<file path="config.mk">
export PLATFORM = sky130hd
export DESIGN_NAME = rts_top
export DESIGN_NICKNAME = d
export VERILOG_FILES = /design/src/logic/rts_pkg.sv /design/src/logic/rts_top.sv
export VERILOG_INCLUDE_DIRS = /design/src /design/src/logic
export SDC_FILE = /design/constraint.sdc
export NUM_CORES = 1
export LEC_CHECK = 0
export BUFFER_PORTS_ARGS = -buffer_cell sky130_fd_sc_hd__buf_2
export CAP_MARGIN = 20
export CORE_AREA = 4 4 253 255
export CTS_CLUSTER_DIAMETER = 200
export DETAILED_ROUTE_END_ITERATION = 10
export DIE_AREA = 0 0 257 259
export GPL_TIMING_DRIVEN = 0
export RECOVER_POWER = 100
export SLEW_MARGIN = 20
export SYNTH_ARGS = -nofsm -noshare
export SYNTH_HDL_FRONTEND = slang
export SYNTH_SLANG_ARGS = --single-unit
</file>
<file path="constraint.sdc">
create_clock -name clk_i -period 5.69 [get_ports clk_i]
set_input_delay 1.138 -clock clk_i [delete_from_list [all_inputs] [get_ports clk_i]]
set_output_delay 1.138 -clock clk_i [all_outputs]
set_load 0.01 [all_outputs]
</file>
<file path="src/logic/rts_cfg.svh">
// Constants of the render target select and sample operations block
`ifndef RTS_CFG_SVH
`define RTS_CFG_SVH
`define RTS_NUM_OUT 4
`define RTS_NUM_SMP 4
`define RTS_SMP_LOG 2
`define RTS_CH_W 8
`define RTS_ADR_CTRL 8'h00
`define RTS_ADR_CMD 8'h04
`define RTS_ADR_STATUS 8'h08
`define RTS_ADR_MASK_ALL 8'h0c
`define RTS_ADR_LIST 8'h10
`define RTS_ADR_TARGET 8'h20
`define RTS_ADR_CHMASK 8'h30
`define RTS_CTRL_OFFSCREEN 0
`define RTS_CTRL_WINDOW 1
`define RTS_CTRL_DOUBLE 2
`define RTS_CTRL_MSAA 3
`define RTS_CTRL_ATT_LSB 4
`define RTS_CTRL_RESET 8'h02
`define RTS_ERR_VALUE 0
`define RTS_ERR_ENUM 1
`define RTS_ERR_OP 2
`define RTS_TGT_EMPTY 4'h0
`define RTS_TGT_BACK 4'h1
`define RTS_TGT_FRONT 4'h2
`define RTS_TGT_ATT_BASE 4'h8
`define RTS_MASK_RESET 4'hf
`endif

</file>
<file path="src/logic/rts_pkg.sv">
// Types of the render target select and sample operations block
`include "rts_cfg.svh"
package rts_pkg;
   typedef logic [3:0] rts_tgt_t;
   typedef logic [4*`RTS_CH_W-1:0] rts_col_t;
   typedef struct packed {
      logic [`RTS_NUM_SMP-1:0] cov;
      logic [`RTS_NUM_SMP-1:0] pass;
      rts_col_t [`RTS_NUM_OUT-1:0] colour;
      rts_col_t [`RTS_NUM_SMP-1:0] dst_smp;
   } rts_frag_t;
   typedef struct packed {
      logic [`RTS_NUM_OUT-1:0] wr;
      rts_tgt_t [`RTS_NUM_OUT-1:0] tgt;
      rts_col_t [`RTS_NUM_OUT-1:0] data;
      logic [`RTS_NUM_OUT-1:0][3:0] chan;
      logic [`RTS_NUM_SMP-1:0] smp;
   } rts_store_t;
   typedef struct packed {
      logic [`RTS_NUM_SMP-1:0] wr;
      rts_col_t [`RTS_NUM_SMP-1:0] data;
   } rts_ms_t;
endpackage

</file>
<file path="src/logic/rts_top.sv">
// Render target selection, channel masking and per-sample store logic
//
// The register addresses and the Wishbone slave port were chosen for this implementation.
`timescale 1ns/10ps
`include "rts_cfg.svh"
module rts_top #(
   parameter int NUM_OUT = `RTS_NUM_OUT,
   parameter int NUM_SMP = `RTS_NUM_SMP
) (
   // Clock and reset
   input wire logic clk_i,
   input wire logic rst_i,
   // Wishbone slave
   input wire logic wb_cyc_i,
   input wire logic wb_stb_i,
   input wire logic wb_we_i,
   input wire logic [7:0] wb_adr_i,
   input wire logic [3:0] wb_sel_i,
   input wire logic [31:0] wb_dat_i,
   output logic [31:0] wb_dat_o,
   output logic wb_ack_o,
   // Fragments from shading
   input wire logic frag_valid_i,
   input wire rts_pkg::rts_frag_t frag_i,
   output logic frag_ready_o,
   // Framebuffer stores
   output rts_pkg::rts_store_t store_o,
   output rts_pkg::rts_ms_t ms_o
);
   import rts_pkg::*;

   logic [7:0] ctrl;
   logic [2:0] err;
   rts_tgt_t list [NUM_OUT];
   rts_tgt_t sel [NUM_OUT];
   logic [3:0] chmask [NUM_OUT];
   logic ack;
   logic wr_acc;
   logic rd_acc;
   logic ctrl_wr;
   logic cmd_wr;
   logic [2:0] cmd_err;
   rts_tgt_t cmd_sel [NUM_OUT];

   function automatic logic is_att(input rts_tgt_t t);
      return t[3] == 1'b1 && int'(t[2:0]) < NUM_OUT;
   endfunction

   function automatic logic known(input rts_tgt_t t);
      return t == `RTS_TGT_EMPTY || t == `RTS_TGT_BACK || is_att(t);
   endfunction

   // Register hit for word o of a bank starting at base
   function automatic logic adr_hit(input logic [7:0] a, input logic [7:0] base, input int o);
      return a == base + 8'(4 * o);
   endfunction

   // Initial selection for a given binding
   function automatic rts_tgt_t init_sel(input int o, input logic [7:0] c);
      if (o != 0) begin
         return `RTS_TGT_EMPTY;
      end
      if (c[`RTS_CTRL_OFFSCREEN]) begin
         return `RTS_TGT_ATT_BASE;
      end
      return c[`RTS_CTRL_WINDOW] ? `RTS_TGT_BACK : `RTS_TGT_EMPTY;
   endfunction

   // Wishbone handshake: ack one cycle after the request, then drop
   assign wb_ack_o = ack;
   assign wr_acc = wb_cyc_i & wb_stb_i & wb_we_i & ~ack & wb_sel_i[0];
   assign rd_acc = wb_cyc_i & wb_stb_i & ~wb_we_i & ~ack;
   assign ctrl_wr = wr_acc && wb_adr_i == `RTS_ADR_CTRL;
   assign cmd_wr = wr_acc && wb_adr_i == `RTS_ADR_CMD;

   // Register decode, one write strobe per register
   logic status_wr;
   logic mask_all_wr;
   logic [NUM_OUT-1:0] list_wr;
   logic [NUM_OUT-1:0] chmask_wr;

   always_comb begin
      status_wr = wr_acc && adr_hit(wb_adr_i, `RTS_ADR_STATUS, 0);
      mask_all_wr = wr_acc && adr_hit(wb_adr_i, `RTS_ADR_MASK_ALL, 0);
      for (int o = 0; o < NUM_OUT; o++) begin
         list_wr[o] = wr_acc && adr_hit(wb_adr_i, `RTS_ADR_LIST, o);
         chmask_wr[o] = wr_acc && adr_hit(wb_adr_i, `RTS_ADR_CHMASK, o);
      end
   end

   always_ff @(posedge clk_i) begin
      if (rst_i) begin
         ack <= 1'b0;
      end else begin
         ack <= wb_cyc_i & wb_stb_i & ~ack;
      end
   end

   always_ff @(posedge clk_i) begin
      if (rst_i) begin
         wb_dat_o <= 32'h0;
      end else if (rd_acc) begin
         wb_dat_o <= 32'h0;
         if (wb_adr_i == `RTS_ADR_CTRL) begin
            wb_dat_o <= {24'h0, ctrl};
         end else if (wb_adr_i == `RTS_ADR_STATUS) begin
            wb_dat_o <= {29'h0, err};
         end
         for (int o = 0; o < NUM_OUT; o++) begin
            if (adr_hit(wb_adr_i, `RTS_ADR_LIST, o)) begin
               wb_dat_o <= {28'h0, list[o]};
            end
            if (adr_hit(wb_adr_i, `RTS_ADR_TARGET, o)) begin
               wb_dat_o <= {28'h0, sel[o]};
            end
            if (adr_hit(wb_adr_i, `RTS_ADR_CHMASK, o)) begin
               wb_dat_o <= {28'h0, chmask[o]};
            end
         end
      end
   end

   // Binding and surface configuration
   always_ff @(posedge clk_i) begin
      if (rst_i) begin
         ctrl <= `RTS_CTRL_RESET;
      end else if (ctrl_wr) begin
         ctrl <= wb_dat_i[7:0];
      end
   end

   // Staged target list
   always_ff @(posedge clk_i) begin
      if (rst_i) begin
         for (int o = 0; o < NUM_OUT; o++) begin
            list[o] <= `RTS_TGT_EMPTY;
         end
      end else begin
         for (int o = 0; o < NUM_OUT; o++) begin
            if (list_wr[o]) begin
               list[o] <= wb_dat_i[3:0];
            end
         end
      end
   end

   // Check a selection command against the list and binding
   always_comb begin
      logic signed [7:0] n;
      n = signed'(wb_dat_i[7:0]);
      cmd_err = 3'h0;
      for (int o = 0; o < NUM_OUT; o++) begin
         cmd_sel[o] = (o < int'(n)) ? list[o] : `RTS_TGT_EMPTY;
      end
      if (n < 0 || int'(n) > NUM_OUT) begin
         cmd_err[`RTS_ERR_VALUE] = 1'b1;
      end else begin
         for (int o = 0; o < NUM_OUT; o++) begin
            if (o < int'(n) && !known(list[o])) begin
               cmd_err[`RTS_ERR_ENUM] = 1'b1;
            end
         end
         if (cmd_err == 3'h0) begin
            if (!ctrl[`RTS_CTRL_OFFSCREEN]) begin
               if (int'(n) != 1 ||
                   (list[0] != `RTS_TGT_BACK && list[0] != `RTS_TGT_EMPTY)) begin
                  cmd_err[`RTS_ERR_OP] = 1'b1;
               end
            end else begin
               for (int o = 0; o < NUM_OUT; o++) begin
                  if (o < int'(n) && list[o] != `RTS_TGT_EMPTY &&
                      list[o] != (`RTS_TGT_ATT_BASE | 4'(o))) begin
                     cmd_err[`RTS_ERR_OP] = 1'b1;
                  end
               end
            end
         end
      end
   end

   // Current selection; a rebinding restores that binding's initial state
   always_ff @(posedge clk_i) begin
      if (rst_i) begin
         for (int o = 0; o < NUM_OUT; o++) begin
            sel[o] <= init_sel(o, `RTS_CTRL_RESET);
         end
      end else if (ctrl_wr) begin
         for (int o = 0; o < NUM_OUT; o++) begin
            sel[o] <= init_sel(o, wb_dat_i[7:0]);
         end
      end else if (cmd_wr && cmd_err == 3'h0) begin
         for (int o = 0; o < NUM_OUT; o++) begin
            sel[o] <= cmd_sel[o];
         end
      end
   end

   // Sticky error flags, write one to clear, a new error wins
   always_ff @(posedge clk_i) begin
      if (rst_i) begin
         err <= 3'h0;
      end else begin
         err <= (err & ~(status_wr ? wb_dat_i[2:0] : 3'h0))
                | (cmd_wr ? cmd_err : 3'h0);
      end
   end

   // Channel write masks
   always_ff @(posedge clk_i) begin
      if (rst_i) begin
         for (int o = 0; o < NUM_OUT; o++) begin
            chmask[o] <= `RTS_MASK_RESET;
         end
      end else begin
         for (int o = 0; o < NUM_OUT; o++) begin
            if (mask_all_wr) begin
               chmask[o] <= wb_dat_i[3:0];
            end else if (chmask_wr[o]) begin
               chmask[o] <= wb_dat_i[3:0];
            end
         end
      end
   end

   // Fragment path, one fragment per cycle, never stalls
   assign frag_ready_o = 1'b1;

   logic msaa;
   logic [NUM_SMP-1:0] live;
   rts_col_t new_smp [NUM_SMP];
   rts_col_t merged;
   rts_store_t next_store;
   rts_ms_t next_ms;

   assign msaa = ctrl[`RTS_CTRL_MSAA];
   // Only covered samples that passed stencil and depth go on
   assign live = frag_i.cov & frag_i.pass;

   always_comb begin
      logic [`RTS_CH_W+`RTS_SMP_LOG-1:0] acc;
      acc = '0;
      merged = '0;
      for (int s = 0; s < NUM_SMP; s++) begin
         new_smp[s] = live[s] ? frag_i.colour[0] : frag_i.dst_smp[s];
      end
      for (int c = 0; c < 4; c++) begin
         acc = '0;
         for (int s = 0; s < NUM_SMP; s++) begin
            acc = acc + (`RTS_CH_W+`RTS_SMP_LOG)'(new_smp[s][c*`RTS_CH_W +: `RTS_CH_W]);
         end
         merged[c*`RTS_CH_W +: `RTS_CH_W] = acc[`RTS_CH_W+`RTS_SMP_LOG-1:`RTS_SMP_LOG];
      end
   end

   always_comb begin
      next_store = '0;
      next_ms = '0;
      if (frag_valid_i && sel[0] != `RTS_TGT_EMPTY) begin
         for (int o = 0; o < NUM_OUT; o++) begin
            next_store.tgt[o] = sel[o];
            next_store.chan[o] = chmask[o];
            next_store.data[o] = frag_i.colour[o];
            if (sel[o] == `RTS_TGT_EMPTY) begin
               next_store.wr[o] = 1'b0;
            end else if (is_att(sel[o])) begin
               next_store.wr[o] = ctrl[`RTS_CTRL_ATT_LSB + int'(sel[o][2:0])];
            end else begin
               // Back maps to the sole or the back surface
               next_store.tgt[o] = ctrl[`RTS_CTRL_DOUBLE] ?
                                   `RTS_TGT_BACK : `RTS_TGT_FRONT;
               next_store.wr[o] = 1'b1;
            end
         end
         if (msaa) begin
            next_store.smp = live;
            if (!ctrl[`RTS_CTRL_OFFSCREEN]) begin
               for (int s = 0; s < NUM_SMP; s++) begin
                  next_ms.wr[s] = live[s];
                  next_ms.data[s] = new_smp[s];
               end
               next_store.data[0] = merged;
               next_store.wr = next_store.wr & {NUM_OUT{|live}};
            end else begin
               next_store.wr = next_store.wr & {NUM_OUT{|live}};
            end
         end else begin
            next_store.smp = {NUM_SMP{1'b1}};
            next_store.wr = next_store.wr & {NUM_OUT{live[0]}};
         end
      end
   end

   always_ff @(posedge clk_i) begin
      if (rst_i) begin
         store_o <= '0;
         ms_o <= '0;
      end else begin
         store_o <= next_store;
         ms_o <= next_ms;
      end
   end
endmodule

</file>
==> results of run 1 <==
-- worst paths after layout --
path,slack [ns],cells past startpoint,endpoint,from
worst max register to register,1.97,6,store_o[3],sel[0][1]
worst min register to register,0.47,2,wb_dat_o[0],wb_dat_o[0]
worst max-delay path,0.21,14,store_o[49],frag_i[256]
worst min-delay path,0.47,2,wb_dat_o[0],wb_dat_o[0]
-- Yosys cell counts (7+ instances only) --
library cell  instances  area share (%)
o2111ai_1             7            0.37
or4_1                 8            0.36
mux2i_1              55             3.3
buf_4                25             1.1
nand2_1              90             2.0
and2_1              127             4.8
nor2_1              115             2.6
nand2b_1             26            0.98
inv_1               102             2.3
a21oi_1              79             2.4
and3_1               94             3.6
fa_1                 64             7.7
nand3_1              44             1.3
mux2_2               92             6.3
nor2b_1               9            0.34
edfxtp_1             44             8.0
nor4_1               14            0.53
clkbuf_1             83             1.9
o21ai_0              33             1.0
a22oi_1               8            0.36
a211oi_1              8            0.36
dfxtp_1             324              39
nor3_1               13            0.39
buf_1                 8            0.18
ha_1                 29             2.2
xor2_1               10            0.53
a21o_1               10            0.45
xnor2_1               8            0.42
a211o_1               7            0.37
-- cells in the final DEF (no fill, tap or decap), drive strengths merged, types with 16 or more instances in the layout --
master,instances
fa,64
nand2b,26
ha,29
dfxtp,324
edfxtp,44
buf,306
conb,34
clkbuf,461
inv,105
mux2,92
nand2,90
o21ai,35
and3,94
a21oi,79
and2,127
mux2i,55
nor2,116
nand3,44
nor4,16
-- final cells by class --
cell class / count / area, um2
antenna: 7 / 17.5
buffer: 117 / 551
clock buffer: 59 / 1260
clock inverter: 22 / 332
fill: 6452 / 39700
inverter: 104 / 390
multi-input combinational: 1067 / 7900
sequential: 368 / 7810
tap: 837 / 1050
timing repair buffer: 592 / 2570
-- worst min-delay path, stage by stage (launching register included) --
cell and delay [ns]:
dfxtp_1 0.32, nand2_1 0.05, a21oi_1 0.05
-- kinds of logic (layout without fill, tap and decap cells) --
group | Yosys count | after routing | share of synthesized area [%]
and+or+nand+nor | 575 | 575 | 18.8
DFF | 368 | 368 | 47.1
buffers and inverters | 221 | 894 | 5.62
AOI/OAI and AO/OA | 198 | 198 | 7.68
muxes | 149 | 149 | 9.85
adders and majority gates | 93 | 93 | 9.93
xor gates and xnor gates | 18 | 18 | 0.952
other | 2 | 41 | 0.0453
-- report_power, final --
part,total (mW),internal (mW),switching [mW],leakage [nW]
logic,1.44,0.588,0.854,5.73
clock network,3.07,1.89,1.18,0.778
registers,2.72,2.68,0.0325,3.04
-- flip-flops by register name (all words and copies together), names as in the netlist --
signal    cells
store_o     168
err           3
list         16
sel          16
chmask       16
ms_o        132
wb_dat_o      8
wb_ack_o      1
ctrl          8
-- per-stage QoR --
stage	hold slack, ns	util (%)	power (mW)	std cells	cell area [um2]
global placement	0.452	33.6	4.20	3085	20700
finish	0.472	35.5	7.22	3173	21900
global route	0.491	35.5	7.58	3168	21900
CTS	0.468	36.2	7.32	3166	22300
floorplan	0.438	-	3.71	1656	16700
detailed placement	0.451	33.6	4.22	3085	20700
-- metal layers --
layer	global-route usage, %	up-vias	wire length, um
li1	-	6828	-
met3	6.53	125	6300
met2	37.8	666	36900
met5	0	-	38
met4	6.59	6	2440
met1	25.6	7281	29900
-- what timing repair did --
action / 4_1_cts / 5_1_grt
setup buffers: 0 / 0
endpoints found under the hold margin: 0 / 0
endpoints found under the setup margin: 1 / 0
resized for setup: 2 / 0
==> flow_summary.toml, run 1 <==
[run_status]
status = "finished clean"

[detailed_routing]
via_count = 14900
wl_mm = 75.6
via_per_inst = 4.70
first_iter_violations = 1039
drc = 0
drtAntennaViolNets = 0
wl_per_cell_um = 23.8
firstDrtPassIters = 5

[die]
ios = 648
start_util_pct = 26.9
fp.dieH_um = 259
rows = 91
design.core.area_um2 = 61600
die_x_um = 257
die_area_um2 = 66600

[synthesis]
syn_area_um2 = 16600
synth_area_per_cell_um2 = 10.2
async_reset_ff_share_pct = 0
netlist_instances = 1624
ys_seq_area_share_pct = 47.1
synth_edf_count = 44
synth_top_flop_cell = "dfxtp_1"
ys_seq_elements = 368
ys_warn_count = 0
ys_types = 71

[placement]
gp_congestion = 0.922
io_buffers = 592
pre_cts_slack_ns = -0.630
hpwl_mm = 59.7

[worst_setup_path]
cp_max_fo = 10
cp_top_family = "buffers and inverters"
path_class = "in -> reg"
worstPathCellList = "clkbuf_1, nand2_1, clkdlybuf4s15_2, buf_2, mux2i_1, fa_1, nor3b_1, fa_1, a21o_1, a21oi_1, o21bai_1, a21oi_1, or4_1, nand3_1"
crit_path_end_kind = "register"
critical_path_arrival_ns = 5.98
slowest_delay_ns = 0.62
required_ns = 6.19
slowest_stage = "clkbuf_1"
startpoint_type = "primary input"
crit_buf_inv = 3

[grt]
track_usage_pct = 21.6
grt_pass1_vias = 15400
antenna_found_initial = 11
grt_pass1_wl_mm = 107
grt_overflow = 0
grt_max_degree = 14

[clock_tree]
numCtsBuffers = 44
htreeDepth = 2
cts_tree = "built"
clock_latency_ns = 0.56
cts_buffer_depth = 3
cts_sinks = 368
cts_root_buffer = "clkbuf_16"
path_clk_slew_ns = 0.06
ctsHoldBuffers = 0

[sta]
finalSetupTns_ns = 0
rsz0062_at_grt = "no"
slew_viol_final = 0
setup_viol = 0
slew_headroom_pct = 20.8
max_freq_mhz = 183
final.min_clock_period_ns = 5.48
fin_crit_sh_pct = 96.3
layout_setup_ws_ns = 0.211
worstMarginPinSlew_ns = 1.18
skew_ns = 0.0181
hold_viol = 0

[layout]
drive_gt1_share_pct = 20.5
nets = 2701
syn_to_final_growth_pct = 32.1

[run]
cap_violations = 0

[min_path]
hold_class = "reg -> reg"

[power_and_ir_drop]
powerDensity_nw_per_um2 = 330
vdd_drop_max_uv = 168
p_leak_nw = 9.55
Power figures use the tool's default switching activity.
==> run 2, diff against run 1 <==
--- a/config.mk
+++ b/config.mk
@@ -6,12 +6,13 @@
 export SDC_FILE = /design/constraint.sdc
 export NUM_CORES = 1
 export LEC_CHECK = 0
+export ABC_AREA = 1
 export BUFFER_PORTS_ARGS = -buffer_cell sky130_fd_sc_hd__buf_2
 export CAP_MARGIN = 20
-export CORE_AREA = 4 4 253 255
+export CORE_AREA = 4 4 252 254
 export CTS_CLUSTER_DIAMETER = 200
 export DETAILED_ROUTE_END_ITERATION = 10
-export DIE_AREA = 0 0 257 259
+export DIE_AREA = 0 0 256 258
 export GPL_TIMING_DRIVEN = 0
 export RECOVER_POWER = 100
 export SLEW_MARGIN = 20
==> run 2 against run 1 <==
The run now ends with capacitance limit, slew limit left. Sequential cell count is the same. Clock power down 5%. Combinational power hardly changed. Non-clock buffer count decreased by 24. Sequential share of layout area is 0.53 points higher. Synthesized area fell by 0.85%. Wire length down 8.7%. Via count is 4.5% higher. Maximum frequency increased by 4.3%. Clock skew rose by 0.013 ns. Core utilization fell by 0.33 points. Critical path type unchanged.
==> flow_summary.toml, run 2 <==
[clock_tree]
cts_sinks = 368
ctsHoldBuffers = 0
cts_tree = "built"
cts_buffer_depth = 3
clock_latency_ns = 0.58
htreeDepth = 2
cts_root_buffer = "clkbuf_16"
path_clk_slew_ns = 0.07
numCtsBuffers = 42

[grt]
use_met3_pct = 3.81
grt_overflow = 0
antenna_found_initial = 13
grt_max_degree = 16
use_met2_pct = 33.2
grt_pass1_wl_mm = 99.1
track_usage_pct = 19.9
grt_use_met1_pct = 25.9
grt_pass1_vias = 15400
busiest_layer = "met2"

[power_and_ir_drop]
powerDensity_nw_per_um2 = 328
vdd_drop_max_uv = 206
p_leak_nw = 10.6

[detailed_routing]
drtAntennaViolNets = 0
wl_mm = 69.1
wl_per_cell_um = 19.6
via_per_inst = 4.42
first_iter_violations = 1093
drc = 0
firstDrtPassIters = 5
via_count = 15600

[synthesis]
synth_area_per_cell_um2 = 8.10
ys_seq_area_share_pct = 47.5
ys_seq_elements = 368
synth_top_flop_cell = "dfxtp_1"
synth_area_leaders = "dfxtp_1 40%, inv_1 9.7%, nor2_1 8.2%"
ys_warn_count = 0
ys_types = 47
async_reset_ff_share_pct = 0
synth_edf_count = 44
synth_common_cells = "426 x inv_1, 357 x nor2_1, 324 x dfxtp_1, 206 x nand2_1, 176 x o21ai_0"
netlist_instances = 2027
syn_area_um2 = 16400
synth_most_common_cell = "inv_1"
synth_top_area_share_pct = 39.5
synth_top_cell_by_area = "dfxtp_1"

[worst_setup_path]
crit_buf_inv = 4
path_class = "in -> reg"
reg2reg_slack_ns = 1.37
slowest_delay_ns = 0.81
worstPathCellList = "buf_2, nand2_1, clkbuf_1, o21ai_0, fa_1, inv_1, fa_1, inv_1, fa_1, nand2_1, nand2_1, a21oi_1, o21ai_0, a21oi_1, nor2_1, o21ai_0, a221oi_1"
startpoint_type = "primary input"
crit_path_end_kind = "register"
required_ns = 6.07
cp_max_fo = 10
critical_path_arrival_ns = 5.63
cp_top_family = "adder cells"
slowest_stage = "clkbuf_1"

[sta]
setup_viol = 0
fin_crit_sh_pct = 92.3
rsz0062_at_grt = "no"
hold_viol = 0
skew_ns = 0.0307
final.min_clock_period_ns = 5.25
whs_ns = 0.467
max_freq_mhz = 190
slew_headroom_pct = -44.9
slew_viol_final = 9
worstMarginPinSlew_ns = 2.16

[layout]
drive_gt1_share_pct = 16.9
syn_to_final_growth_pct = 31.3
fin_area_um2 = 21600
layout_commonest_cell = "inv_1"
largest_reg_flops = 168
top_regs = "store_o (168), ms_o (132)"
regMostFlops = "store_o"
nets = 3105
n_fill_cell = 6651
final_cell_mix = "429 x inv_1, 380 x clkbuf_1, 362 x nor2_1, 324 x dfxtp_1, 283 x buf_2"

[min_path]
hold_class = "reg -> reg"

[run_status]
violations = "capacitance limit, slew limit"
status = "finished, violations left"

[die]
rows = 91
design.core.area_um2 = 61300
die_x_um = 256
die_area_um2 = 66000
start_util_pct = 26.8
ios = 648
fp.dieH_um = 258

[placement]
hpwl_mm = 54.9
gp_congestion = 0.925
io_buffers = 595
placed_area_um2 = 20500

[run]
cap_violations = 1
==> run 2: changes by cell type after synthesis, moves of 22 or more <==
| cell | delta |
|---|---|
| and3_1 | -94 |
| or2_2 | +65 |
| inv_1 | +324 |
| mux2_2 | -92 |
| o21ai_0 | +143 |
| and2_1 | -127 |
| nand2b_1 | -26 |
| mux2i_1 | -46 |
| clkbuf_1 | -22 |
| nor2_1 | +242 |
| nand2_1 | +116 |
==> run 2: metrics by stage <==
step	utilization, %	setup slack [ns]	power [mW]	TNS (ns)	cells
6_report	35.2	0.436	7.07	0	3528
3_3_place_gp	33.5	-0.379	4.20	-1.16	3444
2_1_floorplan	-	1.16	3.70	0	2059
4_1_cts	35.9	0.234	7.16	0	3522
5_1_grt	35.2	0.0666	7.44	0	3526
3_5_place_dp	33.5	-0.341	4.21	-1.05	3444
==> run 2: final cells by class <==
cell class / instances / area [um2] / area share [%]
Antenna cell: 6 / 15.0 / 0.0697
Buffer: 90 / 434 / 2.01
Clock buffer: 59 / 1270 / 5.88
Clock inverter: 19 / 239 / 1.11
Inverter: 435 / 1630 / 7.58
Multi-Input combinational cell: 1166 / 6580 / 30.5
Sequential cell: 368 / 7810 / 36.2
Tap cell: 790 / 988 / 4.59
Timing Repair Buffer: 595 / 2590 / 12.0
==> run 2: what timing repair did <==
action | 4_1_cts | 5_1_grt
setup endpoints to repair | 0 | 3
buffers inserted | 0 | 0
gates resized for setup | 0 | 4
==> run 2: kinds of logic after synthesis <==
group	synth area share, %
AO/OA/AOI/OAI	9.42
XOR/XNOR	0.853
adder cells (fa/ha/maj)	10.0
buffers and inverters	12.6
flip-flops	47.5
multiplexers	0.549
other	0.0457
AND/OR/NAND/NOR	18.9
==> run 2: layer usage <==
layer  part of all wire, %  wire length, um  vias to the layer above
met5                 0.083               57                        -
met4                   3.5             2450                       10
met3                   7.4             5110                      146
met2                    47            32300                      665
met1                    42            29100                     7287
li1                      -                -                     7471
==> run 2: path summary, 6_finish.rpt <==
kind                             startpoint           end  depth (start not counted)
worst max-delay path            frag_i[262]   store_o[27]                         17
worst min-delay path            wb_dat_o[5]   wb_dat_o[5]                          2
worst max register to register    sel[0][1]  store_o[130]                          6
worst min register to register  wb_dat_o[5]   wb_dat_o[5]                          2
==> run 2: worst reg2reg max path: cells and delay by family, from the launching register on <==
| kind | cells | cell delay [ns] |
|---|---|---|
| simple gates | 3 | 1.94 |
| flops | 1 | 0.43 |
| buf+inv | 3 | 1.84 |
==> run 2: power breakdown <==
group / leakage (nW) / switching, mW / total, mW / internal (mW)
sequential: 3.04 / 0.0230 / 2.71 / 2.68
clock: 0.744 / 1.18 / 2.93 / 1.75
combinational: 6.83 / 0.898 / 1.43 / 0.537
total: 10.6 / 2.10 / 7.07 / 4.97
==> run 3, diff against run 2 <==
--- a/config.mk
+++ b/config.mk
@@ -13,7 +13,7 @@
 export CTS_CLUSTER_DIAMETER = 200
 export DETAILED_ROUTE_END_ITERATION = 10
 export DIE_AREA = 0 0 256 258
-export GPL_TIMING_DRIVEN = 0
+export GPL_TIMING_DRIVEN = 1
 export RECOVER_POWER = 100
 export SLEW_MARGIN = 20
 export SYNTH_ARGS = -nofsm -noshare
==> run 3 against run 2 <==
The flow still finishes with violations (capacitance limit, slew limit). Hold slack worse by 0.0024 ns. Sequential power is essentially flat. Combinational power decreased by 3%. Register-to-register slack gained 0.18 ns. Sequential cell count did not move. Clock power grew 1%. Critical endpoint unchanged. Die area is the same. Global-route usage decreased by 2.6 points.
==> flow_summary.toml, run 3 (synthesis results as in run 2) <==
[run_status]
status = "finished, violations left"
violations = "capacitance limit, slew limit"

[sta]
layout_setup_ws_ns = 0.731
finalSetupTns_ns = 0
max_freq_mhz = 202
rsz0062_at_grt = "no"
final.min_clock_period_ns = 4.96
skew_ns = 0.0362
worstMarginPinSlew_ns = 1.79
setup_viol = 0
slew_headroom_pct = -19.6
hold_viol = 0
slew_viol_final = 106
fin_crit_sh_pct = 87.2

[layout]
layout_commonest_cell = "inv_1"
drive_gt1_share_pct = 17.0
final_cell_mix = "428 x inv_1, 359 x nor2_1, 326 x clkbuf_1, 324 x dfxtp_1, 284 x buf_2"
largest_reg_flops = 168
fin_util_pct = 34.8
syn_to_final_growth_pct = 29.9
top_regs = "store_o (168), ms_o (132)"
regMostFlops = "store_o"
nets = 3037

[detailed_routing]
drtAntennaViolNets = 0
firstDrtPassIters = 5
drc = 0
wl_mm = 60.4
wl_per_cell_um = 17.5
first_iter_violations = 982
via_count = 14900
via_per_inst = 4.31

[clock_tree]
cts_root_buffer = "clkbuf_16"
cts_buffer_depth = 3
cts_sinks = 368
ctsHoldBuffers = 0
htreeDepth = 2
cts_setup_buffers = 0
numCtsBuffers = 44
path_clk_slew_ns = 0.07
cts_tree = "built"
post_cts_resized = 0
clock_latency_ns = 0.58

[power_and_ir_drop]
vdd_drop_max_uv = 240
pwr-share-clk_pct = 42.0
internal_power_mw = 4.99
swShare_pct = 29.3
comb_power_share_pct = 19.6
seqPwrFrac_pct = 38.4
p_leak_nw = 10.5
powerDensity_nw_per_um2 = 331
p_switching_mw = 2.07

[worst_setup_path]
critPathLaunch = "frag_i[261]"
reg2reg_depth = 6
path_class = "in -> reg"
startpoint_type = "primary input"
reg2reg_to = "ms_o[83]"
crit_path_end_kind = "register"
required_ns = 6.04
critical_path_arrival_ns = 5.31
crit_path_end = "store_o[27]"
cp_max_fo = 9
r2r-start = "sel[0][1]"
reg2reg_slack_ns = 1.55

[die]
design.core.area_um2 = 61300
fp.dieH_um = 258
ios = 648
start_util_pct = 26.8
rows = 91
die_x_um = 256
die_area_um2 = 66000

[grt]
busiest_layer = "met2"
grt_pass1_vias = 14700
grt_pass1_wl_mm = 88.4
grt_max_degree = 76
track_usage_pct = 17.3
grt_overflow = 0
use_met3_pct = 3.60
use_met2_pct = 29.3
grt_use_met1_pct = 22.1
antenna_found_initial = 16

[placement]
pre_cts_slack_ns = 0.489
gp_congestion = 0.903
hpwl_mm = 47.4
io_buffers = 595

[run]
cap_violations = 3

[min_path]
hold_class = "reg -> reg"
==> run 3: stage by stage <==
stage                     power [mW]  instance area, um2  hold WS, ns  cells
final                           7.06               21300        0.465   3461
after global routing            7.47               21300        0.491   3459
after CTS                       7.17               21800        0.467   3453
after detailed placement        4.16               20300        0.457   3374
after global placement          4.16               20300        0.454   3374
after floorplan                 3.70               16500        0.441   2059
==> run 3: final cells by class <==
cell class	instances	area, um2
Clock inverter	18	292
Multi-Input combinational cell	1166	6590
Fill cell	6624	39900
Inverter	435	1640
Tap cell	790	988
Sequential cell	368	7810
Clock buffer	61	1250
Timing Repair Buffer	615	2750
Antenna cell	8	20.0
==> run 3: routing by layer <==
layer  share of wire, %  wire [um]
met5               0.11         66
met4                3.3       1980
met3                6.6       3980
met2                 48      29000
met1                 42      25400
==> run 3: worst max-delay path, stage by stage <==
cell and delay [ns]:
buf_2 0.10, nand2_1 0.34, inv_1 0.11, clkbuf_1 0.28, or2_2 0.35, o21ai_0 0.11, inv_1 0.10, fa_1 0.54
inv_1 0.08, fa_1 0.50, inv_1 0.07, fa_1 0.45, nand2_1 0.08, nand2_1 0.05, a21oi_1 0.35, o21ai_0 0.15
a21oi_1 0.22, nor2_1 0.06, o21ai_0 0.15, a221oi_1 0.09
==> run 3: worst min path at each step <==
| stage | start | end | slack, ns | cells after the start |
|---|---|---|---|---|
| after floorplan | ctrl[1] | ctrl[1] | 0.44 | 2 |
| after global placement | wb_dat_o[5] | wb_dat_o[5] | 0.45 | 2 |
| after detailed placement | wb_dat_o[1] | wb_dat_o[1] | 0.46 | 2 |
| after CTS | wb_dat_o[1] | wb_dat_o[1] | 0.47 | 2 |
| after global routing | wb_dat_o[3] | wb_dat_o[3] | 0.49 | 2 |
| final | wb_dat_o[1] | wb_dat_o[1] | 0.46 | 2 |
==> run 3: power by group through the flow <==
stage          clock, mW  combinational [mW]  sequential, mW
6_report            2.97                1.39            2.71
5_1_grt             3.15                1.60            2.71
4_1_cts             3.05                1.41            2.71
3_5_place_dp           0                1.40            2.76
3_3_place_gp           0                1.40            2.76
2_1_floorplan          0               0.921            2.78
